File: config.mk
export PLATFORM = sky130hd
export DESIGN_NAME = rcd_core
export DESIGN_NICKNAME = d
export VERILOG_FILES = /design/src/rcd_alu.v /design/src/rcd_file_ram.v /design/src/rcd_core.v
export VERILOG_INCLUDE_DIRS = /design/src /design/src/include
export SDC_FILE = /design/constraint.sdc
export NUM_CORES = 1
export LEC_CHECK = 0
export BUFFER_PORTS_ARGS = -buffer_cell sky130_fd_sc_hd__buf_2
export CORE_AREA = 2 2 169 213
export DETAILED_ROUTE_END_ITERATION = 8
export DIE_AREA = 0 0 171 215
export SLEW_MARGIN = 15
export SYNTH_ARGS = -nofsm -noshare
export SYNTH_HDL_FRONTEND = slang
export SYNTH_SLANG_ARGS = --single-unit
File: constraint.sdc
create_clock -name clk -period 5.8 [get_ports clk]
set_input_delay 0.58 -clock clk [delete_from_list [all_inputs] [get_ports clk]]
set_output_delay 0.58 -clock clk [all_outputs]
set_load 0.03 [all_outputs]
File: src/include/rcd_core_map.vh
// Constants shared by the RISC core datapath: opcodes, fields, addresses.
`ifndef RCD_CORE_MAP_VH
`define RCD_CORE_MAP_VH

// Instruction word width and opcode field position.
`define RCD_IW 12
`define RCD_OP_HI 11
`define RCD_OP_LO 8
// Destination select bit of file instructions: 1 = file, 0 = accumulator.
`define RCD_DEST_BIT 5
// File address field of file instructions.
`define RCD_FADDR_HI 4
// Literal or jump target field.
`define RCD_LIT_HI 7

// Opcodes in bits 11..8 of the instruction word.
`define RCD_OP_NOP 4'h0
`define RCD_OP_ADDWF 4'h1
`define RCD_OP_SUBWF 4'h2
`define RCD_OP_ANDWF 4'h3
`define RCD_OP_IORWF 4'h4
`define RCD_OP_XORWF 4'h5
`define RCD_OP_RLF 4'h6
`define RCD_OP_RRF 4'h7
`define RCD_OP_COMF 4'h8
`define RCD_OP_MOVF 4'h9
`define RCD_OP_MOVWF 4'hA
`define RCD_OP_MOVLW 4'hB
`define RCD_OP_ANDLW 4'hC
`define RCD_OP_IORLW 4'hD
`define RCD_OP_GOTO 4'hE
`define RCD_OP_COMW 4'hF

// The word loaded into the execute stage when a fetch is discarded.
`define RCD_NOP_WORD 12'h000

// Data memory locations of the special function registers.
`define RCD_ADDR_INDF 5'h00
`define RCD_ADDR_PCL 5'h02
`define RCD_ADDR_STATUS 5'h03
`define RCD_ADDR_FSR 5'h04

// Flag positions inside the status register.
`define RCD_ST_C 0
`define RCD_ST_DC 1
`define RCD_ST_Z 2

// Reset values.
`define RCD_W_RESET 8'h00
`define RCD_FSR_RESET 8'h00
`define RCD_FLAGS_RESET 3'h0

// Clocks per instruction cycle; the clock output runs at this fraction.
`define RCD_CLKS_PER_CYCLE 4

`endif

File: src/rcd_alu.v
// Eight-bit arithmetic and logic unit with flag generation.
`default_nettype none
`include "rcd_core_map.vh"

module rcd_alu
(
    input wire [3:0] op,
    input wire [7:0] acc,
    input wire [7:0] opnd,
    input wire carry_in,
    output reg [7:0] result,
    output reg carry_out,
    output reg digit_carry_out,
    output reg upd_c,
    output reg upd_dc,
    output reg upd_z,
    output wire zero_out
);

    // Nine-bit sum and five-bit low nibble sum, so carries are visible.
    reg [8:0] sum9;
    reg [4:0] nib5;

    // Operation decode; each branch also states which flags it touches.
    always @*
    begin
        sum9 = 9'h000;
        nib5 = 5'h00;
        result = opnd;
        carry_out = carry_in;
        digit_carry_out = 1'b0;
        upd_c = 1'b0;
        upd_dc = 1'b0;
        upd_z = 1'b0;
        case (op)
            `RCD_OP_ADDWF:
            begin
                sum9 = {1'b0, opnd} + {1'b0, acc};
                nib5 = {1'b0, opnd[3:0]} + {1'b0, acc[3:0]};
                result = sum9[7:0];
                carry_out = sum9[8];
                digit_carry_out = nib5[4];
                upd_c = 1'b1;
                upd_dc = 1'b1;
                upd_z = 1'b1;
            end
            `RCD_OP_SUBWF:
            begin
                // File minus accumulator as opnd + ~acc + 1, so the
                // carries come out as inverted borrows.
                sum9 = {1'b0, opnd} + {1'b0, ~acc} + 9'h001;
                nib5 = {1'b0, opnd[3:0]} + {1'b0, ~acc[3:0]} + 5'h01;
                result = sum9[7:0];
                carry_out = sum9[8];
                digit_carry_out = nib5[4];
                upd_c = 1'b1;
                upd_dc = 1'b1;
                upd_z = 1'b1;
            end
            `RCD_OP_ANDWF, `RCD_OP_ANDLW:
            begin
                result = opnd & acc;
                upd_z = 1'b1;
            end
            `RCD_OP_IORWF, `RCD_OP_IORLW:
            begin
                result = opnd | acc;
                upd_z = 1'b1;
            end
            `RCD_OP_XORWF:
            begin
                result = opnd ^ acc;
                upd_z = 1'b1;
            end
            `RCD_OP_RLF:
            begin
                // Rotate left through carry.
                result = {opnd[6:0], carry_in};
                carry_out = opnd[7];
                upd_c = 1'b1;
            end
            `RCD_OP_RRF:
            begin
                // Rotate right through carry.
                result = {carry_in, opnd[7:1]};
                carry_out = opnd[0];
                upd_c = 1'b1;
            end
            `RCD_OP_COMF:
            begin
                result = ~opnd;
                upd_z = 1'b1;
            end
            `RCD_OP_MOVF:
            begin
                result = opnd;
                upd_z = 1'b1;
            end
            `RCD_OP_MOVWF:
            begin
                result = acc;
            end
            `RCD_OP_COMW:
            begin
                // Single-operand form working on the accumulator.
                result = ~acc;
                upd_z = 1'b1;
            end
            default:
            begin
                result = opnd;
            end
        endcase
    end

    // Zero detect over the full eight-bit result.
    assign zero_out = (result == 8'h00);

endmodule

`default_nettype wire

File: src/rcd_file_ram.v
// General purpose file register memory with a registered read port.
`default_nettype none

module rcd_file_ram
#(
    parameter DW = 8,
    parameter AW = 5
)
(
    input wire clk,
    input wire rst_b,
    input wire wr_en,
    input wire [AW-1:0] wr_addr,
    input wire [DW-1:0] wr_data,
    input wire rd_en,
    input wire [AW-1:0] rd_addr,
    output reg [DW-1:0] rd_data
);

    // Storage; contents are undefined after power-up, as in real SRAM.
    reg [DW-1:0] mem [0:(1<<AW)-1];

    // Write port.
    always @(posedge clk)
    begin
        if (wr_en)
        begin
            mem[wr_addr] <= wr_data;
        end
    end

    // Read port; data appear one clock after the enabled address.
    always @(posedge clk or negedge rst_b)
    begin
        if (!rst_b)
        begin
            rd_data <= {DW{1'b0}};
        end
        else if (rd_en)
        begin
            rd_data <= mem[rd_addr];
        end
    end

endmodule

`default_nettype wire

File: src/rcd_core.v
// RISC core datapath: two-stage fetch/execute pipeline with file registers.
`default_nettype none
`include "rcd_core_map.vh"

module rcd_core
#(
    parameter PROG_DEPTH = 2048,
    parameter PCW = 11,
    parameter RESET_VECTOR = 0
)
(
    input wire clk,
    input wire rst_b,
    input wire master_clear_input_b,
    input wire rc_mode_select,
    input wire [`RCD_IW-1:0] prog_data,
    output reg [PCW-1:0] prog_addr_q,
    output reg quarter_rate_clock_output_q,
    output reg [7:0] working_acc_q,
    output reg [2:0] status_flags_q
);

    // Instruction cycle phases; one phase per clock, four per cycle.
    localparam PH_Q1 = 2'h0;
    localparam PH_Q2 = 2'h1;
    localparam PH_Q3 = 2'h2;
    localparam PH_Q4 = 2'h3;

    // Pin synchronisers for master clear and the oscillator mode strap.
    reg master_clear_input_s1_q;
    reg master_clear_input_s2_q;
    reg rc_s1_q;
    reg rc_s2_q;
    // Current phase within the instruction cycle.
    reg [1:0] phase_q;
    // Execute stage: the instruction now being carried out.
    reg [`RCD_IW-1:0] ir_q;
    // Indirect address pointer.
    reg [7:0] fsr_q;
    // File operand captured at the end of the second phase.
    reg [7:0] operand_q;
    // Combinational operand and next-state values.
    reg [7:0] file_rd_val;
    reg [2:0] status_flags_d;

    wire core_run;
    wire [3:0] op;
    wire [4:0] faddr;
    wire [4:0] eff_addr;
    wire is_file_op;
    wire is_lit_op;
    wire dest_file;
    wire file_write;
    wire acc_write;
    wire is_special;
    wire pcl_write;
    wire flow_change;
    wire cycle_end;
    wire [PCW-1:0] pc_inc;
    wire [PCW-1:0] branch_target;
    wire [7:0] alu_opnd;
    wire [7:0] alu_res;
    wire alu_c;
    wire alu_dc;
    wire alu_z;
    wire upd_c;
    wire upd_dc;
    wire upd_z;
    wire [7:0] ram_rd_data;

    // Core runs only while master clear has been high for two clocks.
    assign core_run = master_clear_input_s2_q;

    // Instruction fields.
    assign op = ir_q[`RCD_OP_HI:`RCD_OP_LO];
    assign faddr = ir_q[`RCD_FADDR_HI:0];

    // File instructions span ADDWF through MOVWF.
    assign is_file_op = (op >= `RCD_OP_ADDWF) && (op <= `RCD_OP_MOVWF);
    // Literal instructions take their operand from the instruction word.
    assign is_lit_op = (op == `RCD_OP_MOVLW) || (op == `RCD_OP_ANDLW) ||
                       (op == `RCD_OP_IORLW);

    // Address zero is the indirect port: the pointer supplies the address.
    assign eff_addr = (faddr == `RCD_ADDR_INDF) ? fsr_q[4:0] : faddr;

    // Locations 0 to 4 are special function registers, not RAM.
    assign is_special = (eff_addr <= `RCD_ADDR_FSR);

    // Result goes to the file when the destination bit says so, or always
    // for the store-accumulator instruction.
    assign dest_file = (op == `RCD_OP_MOVWF) ||
                       (is_file_op && ir_q[`RCD_DEST_BIT]);
    assign file_write = is_file_op && dest_file;
    // The accumulator is written only by instructions, never by address.
    assign acc_write = (is_file_op && !dest_file) || is_lit_op ||
                       (op == `RCD_OP_COMW);

    // Writing the program counter low byte is a change of program flow.
    assign pcl_write = file_write && (eff_addr == `RCD_ADDR_PCL);
    assign flow_change = (op == `RCD_OP_GOTO) || pcl_write;

    // All architectural updates land on the edge that closes phase four.
    assign cycle_end = core_run && (phase_q == PH_Q4);

    // Sequential fetch address wraps at the top of program space.
    assign pc_inc = (prog_addr_q == PROG_DEPTH - 1) ? {PCW{1'b0}} :
                    prog_addr_q + {{(PCW-1){1'b0}}, 1'b1};

    // Jumps and PC-low writes keep the upper program counter bits.
    assign branch_target = {prog_addr_q[PCW-1:8],
        (op == `RCD_OP_GOTO) ? ir_q[`RCD_LIT_HI:0] : alu_res};

    // Second operand: literal from the word, or the captured file value.
    assign alu_opnd = is_lit_op ? ir_q[`RCD_LIT_HI:0] : operand_q;

    // Arithmetic unit; the accumulator is always the first source.
    rcd_alu u_alu
    (
        .op(op),
        .acc(working_acc_q),
        .opnd(alu_opnd),
        .carry_in(status_flags_q[`RCD_ST_C]),
        .result(alu_res),
        .carry_out(alu_c),
        .digit_carry_out(alu_dc),
        .upd_c(upd_c),
        .upd_dc(upd_dc),
        .upd_z(upd_z),
        .zero_out(alu_z)
    );

    // General purpose registers on the data bus, apart from program fetch.
    rcd_file_ram #(.DW(8), .AW(5)) u_ram
    (
        .clk(clk),
        .rst_b(rst_b),
        .wr_en(cycle_end && file_write && !is_special),
        .wr_addr(eff_addr),
        .wr_data(alu_res),
        .rd_en(phase_q == PH_Q1),
        .rd_addr(eff_addr),
        .rd_data(ram_rd_data)
    );

    // Data memory read mux: special registers sit beside the RAM.
    always @*
    begin
        file_rd_val = ram_rd_data;
        case (eff_addr)
            `RCD_ADDR_INDF:
            begin
                // Pointer aimed at the indirect port reads as zero.
                file_rd_val = 8'h00;
            end
            `RCD_ADDR_PCL:
            begin
                // Reads the fetch address, i.e. the next instruction.
                file_rd_val = prog_addr_q[7:0];
            end
            `RCD_ADDR_STATUS:
            begin
                file_rd_val = {5'h00, status_flags_q};
            end
            `RCD_ADDR_FSR:
            begin
                file_rd_val = fsr_q;
            end
            default:
            begin
                file_rd_val = ram_rd_data;
            end
        endcase
    end

    // Next flags: a direct status write first, then ALU updates on top,
    // so the instruction's own flag result is never lost.
    always @*
    begin
        status_flags_d = status_flags_q;
        if (file_write && (eff_addr == `RCD_ADDR_STATUS))
        begin
            status_flags_d = alu_res[2:0];
        end
        if (upd_c)
        begin
            status_flags_d[`RCD_ST_C] = alu_c;
        end
        if (upd_dc)
        begin
            status_flags_d[`RCD_ST_DC] = alu_dc;
        end
        if (upd_z)
        begin
            status_flags_d[`RCD_ST_Z] = alu_z;
        end
    end

    // Two-flop synchronisers; reset holds master clear asserted.
    always @(posedge clk or negedge rst_b)
    begin
        if (!rst_b)
        begin
            master_clear_input_s1_q <= 1'b0;
            master_clear_input_s2_q <= 1'b0;
            rc_s1_q <= 1'b0;
            rc_s2_q <= 1'b0;
        end
        else
        begin
            master_clear_input_s1_q <= master_clear_input_b;
            master_clear_input_s2_q <= master_clear_input_s1_q;
            rc_s1_q <= rc_mode_select;
            rc_s2_q <= rc_s1_q;
        end
    end

    // Phase counter and quarter-rate clock output. The output is high in
    // phases three and four, registered so it never glitches.
    always @(posedge clk or negedge rst_b)
    begin
        if (!rst_b)
        begin
            phase_q <= PH_Q1;
            quarter_rate_clock_output_q <= 1'b0;
        end
        else if (!core_run)
        begin
            // Held in reset: restart at phase one, clock output low.
            phase_q <= PH_Q1;
            quarter_rate_clock_output_q <= 1'b0;
        end
        else
        begin
            case (phase_q)
                PH_Q1: phase_q <= PH_Q2;
                PH_Q2: phase_q <= PH_Q3;
                PH_Q3: phase_q <= PH_Q4;
                PH_Q4: phase_q <= PH_Q1;
                default: phase_q <= PH_Q1;
            endcase
            // Only in RC mode; otherwise the pin belongs to the crystal.
            quarter_rate_clock_output_q <= rc_s2_q &&
                ((phase_q == PH_Q2) || (phase_q == PH_Q3));
        end
    end

    // Operand capture: RAM data read in phase one are ready at phase two.
    always @(posedge clk or negedge rst_b)
    begin
        if (!rst_b)
        begin
            operand_q <= 8'h00;
        end
        else if (phase_q == PH_Q2)
        begin
            operand_q <= file_rd_val;
        end
    end

    // Fetch stage and execute stage register. Each instruction cycle the
    // word at the fetch address is taken while the previous word executes.
    always @(posedge clk or negedge rst_b)
    begin
        if (!rst_b)
        begin
            prog_addr_q <= RESET_VECTOR[PCW-1:0];
            ir_q <= `RCD_NOP_WORD;
        end
        else if (!core_run)
        begin
            prog_addr_q <= RESET_VECTOR[PCW-1:0];
            ir_q <= `RCD_NOP_WORD;
        end
        else if (cycle_end)
        begin
            if (flow_change)
            begin
                // Discard the prefetched word; the next cycle executes a
                // bubble while the target is fetched.
                prog_addr_q <= branch_target;
                ir_q <= `RCD_NOP_WORD;
            end
            else
            begin
                prog_addr_q <= pc_inc;
                ir_q <= prog_data;
            end
        end
    end

    // Accumulator, pointer and flags update at the end of the cycle.
    always @(posedge clk or negedge rst_b)
    begin
        if (!rst_b)
        begin
            working_acc_q <= `RCD_W_RESET;
            fsr_q <= `RCD_FSR_RESET;
            status_flags_q <= `RCD_FLAGS_RESET;
        end
        else if (!core_run)
        begin
            working_acc_q <= `RCD_W_RESET;
            fsr_q <= `RCD_FSR_RESET;
            status_flags_q <= `RCD_FLAGS_RESET;
        end
        else if (cycle_end)
        begin
            if (acc_write)
            begin
                working_acc_q <= alu_res;
            end
            if (file_write && (eff_addr == `RCD_ADDR_FSR))
            begin
                fsr_q <= alu_res;
            end
            status_flags_q <= status_flags_d;
        end
    end

endmodule

`default_nettype wire

# After elaboration in Yosys (flattened, before gate mapping)
# Memory sizes are Yosys's and may differ from the RTL's. A register that Yosys moved wholly into a read port is not among the register bits.
# Cells that the tools add are included.
# op_classes
n_addsub,7
order_cmp,3
n_eq_ne,30
n_mux,34
bitwise,6
n_reduce_logical,36
# ops
operator,n
8-bit one-hot mux with 10 select lines,1
8-bit two-way mux,8
11-bit two-way mux,4
12-bit two-way mux,3
"4-bit equality test, second input constant",8
8-bit one-hot mux with 4 select lines,1
8-bit by 8-bit adder with 9-bit output,2
"4-bit by 3-bit equality test with 1-bit output, second input constant",4
8-bit NOT,2
"11-bit by 1-bit adder with 11-bit output, second input constant",1
"11-bit equality test, second input constant",1
1-bit logical AND,11
4-bit by 4-bit adder with 5-bit output,2
"5-bit by 2-bit equality test with 1-bit output, second input constant",2
5-bit logical NOT,2
2-bit AND reduction,5
10-bit OR reduction,1
"9-bit by 1-bit adder with 9-bit output, second input constant",1
1-bit two-way mux,9
3-bit two-way mux,3
"3-bit by 1-bit != test with 1-bit output, second input constant",3
8-bit bitwise AND,1
"4-bit by 2-bit equality test with 1-bit output, second input constant",2
8-bit logical NOT,1
other kinds (25),38
# word_totals
reg_bits,57
ramBits,256
input_bits,16
out_inout_bits,23
wordCells,132
mem_count,1
# mem_list
memory,depth,word_bits,rd,rd_clocked_by_memory_dff,wr,line,text
u_ram.mem,32,8,1,1,1,rcd_file_ram.v:21,reg [DW-1:0] mem [0:(1<<AW)-1];

# Longest topological paths before layout
# Gate-level depths: netlist of run 1.
# depth
word_depth,11
mapped_depth,16

# By module
# From an unflattened synthesis of run 1, not the netlist that was laid out.
# hier_totals
hier_cells,1222
hier_area_um2,15762.6
# by_module_without_submodules
mod,instances,cells_each,area_per_inst_um2,seq_area_each_um2
rcd_file_ram,1,591,10421.2,7887.6
rcd_core,1,329,3313.2,1426.4
rcd_alu,1,302,2028.2,0.0

# Worst setup path after synthesis of run 1
# OpenSTA, ideal clock, no wires.
# synth_path
kind,register -> register
start,register ir_q[10]
end,register prog_addr_q[2]
arrival_time_ps,4090
slack_ps,1625
stages_incl_launch_ff,15
path_buffers,0
path_cell_list,dfrtp_1 > and2b_1 > mux2i_1 > a211o_1 > ha_1 > inv_1 > fa_1 > nor3b_1 > o21ai_0 > a221o_1 > a32oi_1 > o221ai_1 > nor2_1 > o21ai_1 > o21ai_0
# synth_via
elab_chain_len,11
word_cells_on_any_way,39
# synth_rtl
element,line,text
from (decl),rcd_core.v:37,reg [`RCD_IW-1:0] ir_q;
from (signal assigned),rcd_core.v:268,ir_q <= `RCD_NOP_WORD;
from (signal assigned),rcd_core.v:273,ir_q <= `RCD_NOP_WORD;
from (signal assigned),rcd_core.v:282,ir_q <= `RCD_NOP_WORD;
4-bit equality test (on tied branches),n/a,
1-bit logical OR (2 in series),rcd_core.v:81,assign is_lit_op = (op == `RCD_OP_MOVLW) || (op == `RCD_OP_ANDLW) ||
8-bit two-way mux,rcd_core.v:115,assign alu_opnd = is_lit_op ? ir_q[`RCD_LIT_HI:0] : operand_q;
8-bit by 8-bit adder with 9-bit output,rcd_alu.v:51,"sum9 = {1'b0, opnd} + {1'b0, ~acc} + 9'h001;"
9-bit by 1-bit adder with 9-bit output,rcd_alu.v:51,
8-bit one-hot mux with 10 select lines *,rcd_alu.v:35,case (op)
net alu_res[2],rcd_core.v:62,wire [7:0] alu_res;
8-bit two-way mux *,rcd_core.v:112,(op == `RCD_OP_GOTO) ? ir_q[`RCD_LIT_HI:0] : alu_res};
11-bit two-way mux *,rcd_core.v:277,if (flow_change)
11-bit two-way mux *,rcd_core.v:275,else if (cycle_end)
11-bit two-way mux *,rcd_core.v:270,else if (!core_run)
to (signal assigned),rcd_core.v:267,prog_addr_q <= RESET_VECTOR[PCW-1:0];
to (signal assigned),rcd_core.v:272,prog_addr_q <= RESET_VECTOR[PCW-1:0];
to (signal assigned),rcd_core.v:281,prog_addr_q <= branch_target;
to (decl),rcd_core.v:17,"output reg [PCW-1:0] prog_addr_q,"
# The timed path passes the listed nets; every way through them passes the cells marked *. The select of a mux whose other input is x is not followed.
# A chain may end at the register's enable or synchronous reset.

# Worst setup path in the final report of run 1
# layout_path
start,register ir_q[10]
end,"memory u_ram.mem[4][6], data pin"
# layout_via
elab_chain_len,7
word_cells_on_any_way,26
# layout_rtl
element,line
4-bit equality test (on tied branches),n/a
1-bit logical OR (2 in series),rcd_core.v:81
8-bit two-way mux,rcd_core.v:115
8-bit by 8-bit adder with 9-bit output,rcd_alu.v:51
9-bit by 1-bit adder with 9-bit output,rcd_alu.v:51
8-bit one-hot mux with 10 select lines *,rcd_alu.v:35
net alu_res[6],rcd_core.v:62
to (decl),rcd_file_ram.v:21
# The timed path passes the listed nets; every way through them passes the cells marked *.

==> impl_metrics.toml, run 1 <==
[run_status]
status = "finished clean"

[drt]
drc = 0
wire_per_inst_um = 25.6
detailedRoute.firstPassIterationCount = 5
viasPerCell = 5.93
drt_iter0_drc = 985
routed_wl_um = 47600
num_vias = 10998
ant_nets = 0

[power_and_ir_drop]
power.static_leakage_nw = 6.30
pwr-share-clk = 0.390
netSwitchingPower_w = 0.00160
power_report.internal_total_w = 0.00434
pwr_density_cell_nw_per_um2 = 340
share_comb_of_total_power = 0.139
power_switching_share = 0.270
max-vdd-ir-drop_uv = 226
power_frac_seq = 0.471

[setup_path]
setup.worst_path.start = "ir_q[10]"
timing_worst_setup_path_type = "register to register"
kind_of_end_point_of_the_critical_path = "register"
worst_r2r_startpoint = "ir_q[10]"
critPathCapture = "u_ram.mem[4][6]"
timing.critical_path.fanout_max = 40
rrSetupSlack_ps = 1160
crit_required_ps = 6190
critPathArrivalTime_ps = 5030
r2r_end = "u_ram.mem[4][6]"
cp-start-kind = "register"
worstRegToRegCells = 14

[placement]
dp_hpwl_um = 32000
routabilityCongestion = 0.949
io_buffers = 38

[finish]
antenna_cells_inserted = 0
layout.filler_cells = 3167
flow.area_growth_from_synthesis_pct = 13.2
finish.net_count = 1398
post_layout_utilization_of_the_core = 0.501
final_layout_size_suffix_gt1_frac = 0.133

[clock_network]
numCtsBuffers = 35
h_tree_depth_reported_by_cts = 2
worst_skew_pair.late_latency_ps = 540
post_cts_clock_slew_at_the_launch_and_capture_registers_of_the_worst_setup_and_hold_paths_ps = 60
cts_post_setup_buffers_inserted = 0
cell_chosen_for_the_clock_root = "sky130_fd_sc_hd__clkbuf_16"
clock_sinks = 321
clock_path_buffers = 3
cts.hold.buffers_added = 0
post_cts_resize_count = 0
tritoncts = "done"

[sta]
max_slew_margin = 0.357
tightest_slew_ps = 962
post-route-period-util = 0.800
number_of_endpoints_failing_setup_at_the_final_stage = 0
fmax_mhz = 215
totalNegativeSetupSlack_ps = 0
hold_viol_final = 0
grt_setup_unrepaired = "false"
period_minus_slack_ps = 4640
skew_ps = 26.4
finalMaxSlewViolations = 0

[synthesis]
synth_top_family_by_area = "simple AND/OR/NAND/NOR gates"
synth_mux_area_frac = 0.0560
synthAdderAreaFrac = 0.0236
synth_compound_gate_area_share = 0.134
yosys.area_share.xor_xnor = 0.00567
synthDistinctLibCells = 93
asyncSetResetFlopFracSynth = 0.202
yosys_warnings = 0
synthSimpleGateAreaFrac = 0.141
postSynthAreaPerCell_um2 = 12.0
synth.top_cells.by_count = "sky130_fd_sc_hd__edfxtp_1 (256), sky130_fd_sc_hd__nand2_1 (208), sky130_fd_sc_hd__nor2_1 (91), sky130_fd_sc_hd__dfrtp_1 (65), sky130_fd_sc_hd__nand3_1 (60)"
post_synth_instance_area_um2 = 15400
yosysTopAreaCellShare = 0.498
ys_ff_latch = 321
yosysTopAreaCell = "sky130_fd_sc_hd__edfxtp_1"
synth.yosys.seq_area_share = 0.603
synth_enable_flop_cells = 256
synth.most_common_cell = "sky130_fd_sc_hd__edfxtp_1"
yosys-top-cells-area = "sky130_fd_sc_hd__edfxtp_1 (50%), sky130_fd_sc_hd__dfrtp_1 (11%), sky130_fd_sc_hd__nand2_1 (5.1%), sky130_fd_sc_hd__mux4_2 (3.5%), sky130_fd_sc_hd__nor2_1 (2.2%)"
postSynthCellCount = 1290
synth-main-ff-cell = "sky130_fd_sc_hd__edfxtp_1"

[global_routing]
grt_pass1_wl_um = 71400
grt_start_max_net_pins = 66
grt_use_total = 0.262
grt_remaining_overflow = 0
vias_in_the_first_global_route = 10990
antenna_violations_before_repair = 0

[worst_hold_path]
timing.hold.worst.class = "input pin to register"

[die]
die_width_um = 171
floorplan.die_area_um2 = 36800
initial_core_util = 0.443
die_height_um = 215
ioPinCount = 39
row_count = 77
core_area_um2 = 34900

[job]
timing.max_cap.violations = 0
[logic make-up (layout without fill, tap and decap cells)]
logic type / Yosys count / after routing
muxes: 56 / 56
AOI/OAI and AO/OA: 276 / 276
adders and majority gates: 28 / 28
xor gates and xnor gates: 10 / 10
DFF: 321 / 321
other: 1 / 40
and+or+nand+nor: 476 / 476
buffers and inverters: 122 / 174
[layout by cell type, fill, tap and decap left out, types with 31 or more instances in the layout]
cell type                     n
sky130_fd_sc_hd__conb_1      40
sky130_fd_sc_hd__nand3_1     60
sky130_fd_sc_hd__dfrtp_1     65
sky130_fd_sc_hd__clkbuf_16   35
sky130_fd_sc_hd__a21oi_1     52
sky130_fd_sc_hd__edfxtp_1   256
sky130_fd_sc_hd__buf_2       38
sky130_fd_sc_hd__nand2_1    208
sky130_fd_sc_hd__inv_1       39
sky130_fd_sc_hd__and3_1      31
sky130_fd_sc_hd__nor2_1      91
[through the flow]
stage	worst slack [ps]	cell area (µm²)	power (W)	cells	hold slack, ps
after floorplan	1620	15600	0.00330	1329	284
after global placement	1330	16300	0.00366	1791	335
after detailed placement	1230	16300	0.00367	1791	335
after CTS	1210	17500	0.00598	1855	136
after global routing	935	17500	0.00614	1855	138
final	1160	17500	0.00595	1855	154
[how the worst min path moves through the flow]
stage,from,end,slack (ps),cells past startpoint
floorplan,rst_b,core_run,280,0
global placement,master_clear_input_s1_q,core_run,340,0
detailed placement,rc_s1_q,rc_s2_q,330,0
CTS,rc_mode_select,rc_s1_q,140,1
global route,rc_mode_select,rc_s1_q,140,1
finish,rc_mode_select,rc_s1_q,150,1
[final cells by class]
class | instances | area [µm²] | share of cell area
inverter | 41 | 154 | 0.00880
timing repair buffer | 69 | 435 | 0.0249
tap | 474 | 593 | 0.0339
multi-input combinational | 886 | 5800 | 0.332
clock inverter | 21 | 263 | 0.0150
clock buffer | 43 | 926 | 0.0530
sequential | 321 | 9310 | 0.533
[sequential cells by signal, indices dropped and copies added (netlist names)]
register                     flops
master_clear_input_s1_q          1
prog_addr_q                     11
rc_s1_q                          1
u_ram.mem                      256
status_flags_q                   3
core_run                         1
ir_q                            12
u_ram.rd_data                    8
operand_q                        8
phase_q                          2
rc_s2_q                          1
working_acc_q                    8
fsr_q                            8
quarter_rate_clock_output_q      1
[power groups by stage]
stage	clock network (W)	logic [W]	registers (W)
after global routing	0.00245	0.000888	0.00281
after floorplan	0	0.000479	0.00282
after global placement	0	0.000816	0.00285
after CTS	0.00236	0.000824	0.00280
final	0.00232	0.000825	0.00280
after detailed placement	0	0.000822	0.00285
[critical path: stages (launching register included)]
cell                        delay (ps)
sky130_fd_sc_hd__dfrtp_1           400
sky130_fd_sc_hd__buf_4             440
sky130_fd_sc_hd__and2_4            260
sky130_fd_sc_hd__a32o_1            250
sky130_fd_sc_hd__a211o_1           270
sky130_fd_sc_hd__ha_1              280
sky130_fd_sc_hd__inv_1             100
sky130_fd_sc_hd__fa_1              450
sky130_fd_sc_hd__o21bai_1          170
sky130_fd_sc_hd__a21oi_1           140
sky130_fd_sc_hd__o31ai_1           400
sky130_fd_sc_hd__xnor2_1           110
sky130_fd_sc_hd__o22ai_1           260
sky130_fd_sc_hd__a2bb2oi_4         650
sky130_fd_sc_hd__buf_4             300
[routing by layer]
metal	global-route usage	vias to the layer above	routed length, µm
met4	0.142	0	2810
met1	0.322	5543	18500
met3	0.0394	120	2460
li1	-	4939	-
met2	0.444	396	23800
met5	0	-	0
(Power assumes the default switching activity.)
==> run 2, diff against run 1 <==
==> constraint.sdc (replaced) <==
create_clock -name clk -period 4.4 [get_ports clk]
set_input_delay 0.44 -clock clk [delete_from_list [all_inputs] [get_ports clk]]
set_output_delay 0.44 -clock clk [all_outputs]
set_load 0.03 [all_outputs]
==> run 2 against run 1 <==
  * Flip-flop and latch count unchanged
  * Power up 34%
  * Setup slack worse by 850 ps
  * Non-clock buffer count up 54
  * Clock skew down 9.1 ps
  * Combinational power up 36%
  * Die area unchanged
  * Clock-buffer cell count unchanged
==> impl_metrics.toml, run 2 (synthesis results as in run 1) <==
[run_status]
status = "finished clean"

[power_and_ir_drop]
pwr_density_cell_nw_per_um2 = 444
max-vdd-ir-drop_uv = 327
power.total_w = 0.00799
power.static_leakage_nw = 6.62

[global_routing]
vias_in_the_first_global_route = 11324
antenna_violations_before_repair = 0
grt_start_max_net_pins = 58
grt_remaining_overflow = 0
grt_use_total = 0.255
grt_pass1_wl_um = 70000

[sta]
period_minus_slack_ps = 4100
timing.hold.ws_ps = 127
finalMaxSlewViolations = 0
max_slew_margin = 0.312
post-route-period-util = 0.931
setup_ws_ps = 304
hold_viol_final = 0
totalNegativeSetupSlack_ps = 0
number_of_endpoints_failing_setup_at_the_final_stage = 0
tightest_slew_ps = 1030
grt_setup_unrepaired = "false"
skew_ps = 17.3
fmax_mhz = 244

[worst_hold_path]
hold_path_end = "ir_q[10]"
timing.hold.worst.class = "input pin to register"
whs_path_depth = 2
min_from = "prog_data[10]"

[setup_path]
worst_r2r_startpoint = "ir_q[10]"
crit_required_ps = 4840
timing_worst_setup_path_type = "register to register"
rrSetupSlack_ps = 300
cp-start-kind = "register"
crit_slowest_cell = "sky130_fd_sc_hd__dfrtp_1"
kind_of_end_point_of_the_critical_path = "register"
crit_path_cell_trace = "and2b_1 -> mux2i_1 -> a211o_1 -> ha_1 -> inv_1 -> fa_1 -> nor3b_1 -> o21ai_0 -> a221o_1 -> a32oi_2 -> buf_4 -> o221ai_1 -> nor2_1 -> o21ai_1 -> o21ai_0"
most_numerous_cell_on_the_critical_path = "sky130_fd_sc_hd__o21ai_0"
critPathArrivalTime_ps = 4540
critical-path-top-delay-family = "compound AO/OA/AOI/OAI gates"
r2r_end = "prog_addr_q[2]"
timing.critical_path.fanout_max = 27
critical-path-max-stage-delay_ps = 480
worstRegToRegCells = 15
critical_path.n_buffers_inverters = 2

[drt]
num_vias = 11298
drt_iter0_drc = 1277
ant_nets = 0
detailedRoute.firstPassIterationCount = 7
drc = 0
routed_wl_um = 46400
viasPerCell = 5.92
wire_per_inst_um = 24.3

[die]
ioPinCount = 39
row_count = 77
die_height_um = 215
die_width_um = 171
floorplan.die_area_um2 = 36800
core_area_um2 = 34900
initial_core_util = 0.443

[placement]
dp_hpwl_um = 31600
worst_slack_placed_ps = 276
postPlaceCellArea_um2 = 16700
io_buffers = 38
routabilityCongestion = 1.01

[clock_network]
clock_path_buffers = 3
post_cts_clock_slew_at_the_launch_and_capture_registers_of_the_worst_setup_and_hold_paths_ps = 60
tritoncts = "done"
worst_skew_pair.late_latency_ps = 540
numCtsBuffers = 35
h_tree_depth_reported_by_cts = 2
cell_chosen_for_the_clock_root = "sky130_fd_sc_hd__clkbuf_16"
clock_sinks = 321

[finish]
max_flop_register = "u_ram.mem"
reg_top3 = "u_ram.mem x256, ir_q x12, prog_addr_q x11"
antenna_cells_inserted = 0
final_design_area_no_fill_um2 = 18000
max_reg_flops = 256
final_cell_mix = "sky130_fd_sc_hd__edfxtp_1 (256), sky130_fd_sc_hd__nand2_1 (208), sky130_fd_sc_hd__nor2_1 (91), sky130_fd_sc_hd__buf_4 (80), sky130_fd_sc_hd__dfrtp_1 (65)"
final_layout_size_suffix_gt1_frac = 0.169
finish.net_count = 1452
flow.area_growth_from_synthesis_pct = 16.5
most_common_cell_after_layout_fill_and_taps_aside = "sky130_fd_sc_hd__edfxtp_1"

[job]
timing.max_cap.violations = 0
-- run 2: cell count changes in the layout (fill, tap and decap cells not counted), moves of 2 or more --
cell                            previous run  this run
sky130_fd_sc_hd__buf_4                    30        80
sky130_fd_sc_hd__bufinv_16                 5         7
sky130_fd_sc_hd__clkinv_1                  7         1
sky130_fd_sc_hd__clkinvlp_4                0         4
sky130_fd_sc_hd__dlygate4sd3_1             0         3
-- run 2: timing repair --
action,4_1_cts,5_1_grt
gates resized for setup,0,1
hold endpoints to repair,26,0
setup endpoints to repair,0,1
hold buffers,3,0
setup buffers,0,0
-- run 2: layout make-up --
cell class	count	area, µm²
clock buffers	43	936
clock inverters	21	327
fillers	3079	16900
inverters	41	154
multi-input cells	886	5810
flip-flops and latches	321	9310
well taps	474	593
repair buffers	123	861
-- run 2: how the worst max path moves through the flow --
| stage | from | endpoint | slack, ps | cells past startpoint |
|---|---|---|---|---|
| floorplan | ir_q[10] | prog_addr_q[2] | 220 | 14 |
| global placement | ir_q[10] | status_flags_q[2] | 390 | 12 |
| detailed placement | ir_q[10] | status_flags_q[2] | 280 | 12 |
| CTS | ir_q[10] | status_flags_q[2] | 270 | 12 |
| global route | ir_q[10] | status_flags_q[2] | 60 | 12 |
| finish | ir_q[10] | prog_addr_q[2] | 300 | 15 |
-- run 2: through the flow --
stage / utilization / std cells
3_3_place_gp: 0.479 / 1842
3_5_place_dp: 0.479 / 1842
6_report: 0.516 / 1909
5_1_grt: 0.516 / 1909
4_1_cts: 0.516 / 1909
2_1_floorplan: - / 1329
-- run 2: worst reg2reg max path, stage by stage (launching register included) --
cell                       delay [ps]
sky130_fd_sc_hd__dfrtp_1          480
sky130_fd_sc_hd__and2b_1          280
sky130_fd_sc_hd__mux2i_1          340
sky130_fd_sc_hd__a211o_1          270
sky130_fd_sc_hd__ha_1             260
sky130_fd_sc_hd__inv_1            110
sky130_fd_sc_hd__fa_1             430
sky130_fd_sc_hd__nor3b_1          180
sky130_fd_sc_hd__o21ai_0          120
sky130_fd_sc_hd__a221o_1          340
sky130_fd_sc_hd__a32oi_2          270
sky130_fd_sc_hd__buf_4            400
sky130_fd_sc_hd__o221ai_1         210
sky130_fd_sc_hd__nor2_1           130
sky130_fd_sc_hd__o21ai_1           70
sky130_fd_sc_hd__o21ai_0          110
-- run 2: power by group --
| part | switching (W) | total, W | leakage (nW) | internal (W) |
|---|---|---|---|---|
| clock | 0.00124 | 0.00319 | 0.607 | 0.00195 |
| sequential | 0.0000738 | 0.00367 | 3.20 | 0.00360 |
| combinational | 0.000776 | 0.00112 | 2.82 | 0.000348 |
| total | 0.00209 | 0.00799 | 6.62 | 0.00590 |
-- run 2: metal layers --
layer / up-vias / GRT usage / part of all wire
met2: 485 / 0.429 / 0.49
met1: 5620 / 0.316 / 0.39
met5: - / 0 / 0
met3: 141 / 0.0403 / 0.060
li1: 5052 / - / -
met4: 0 / 0.131 / 0.055
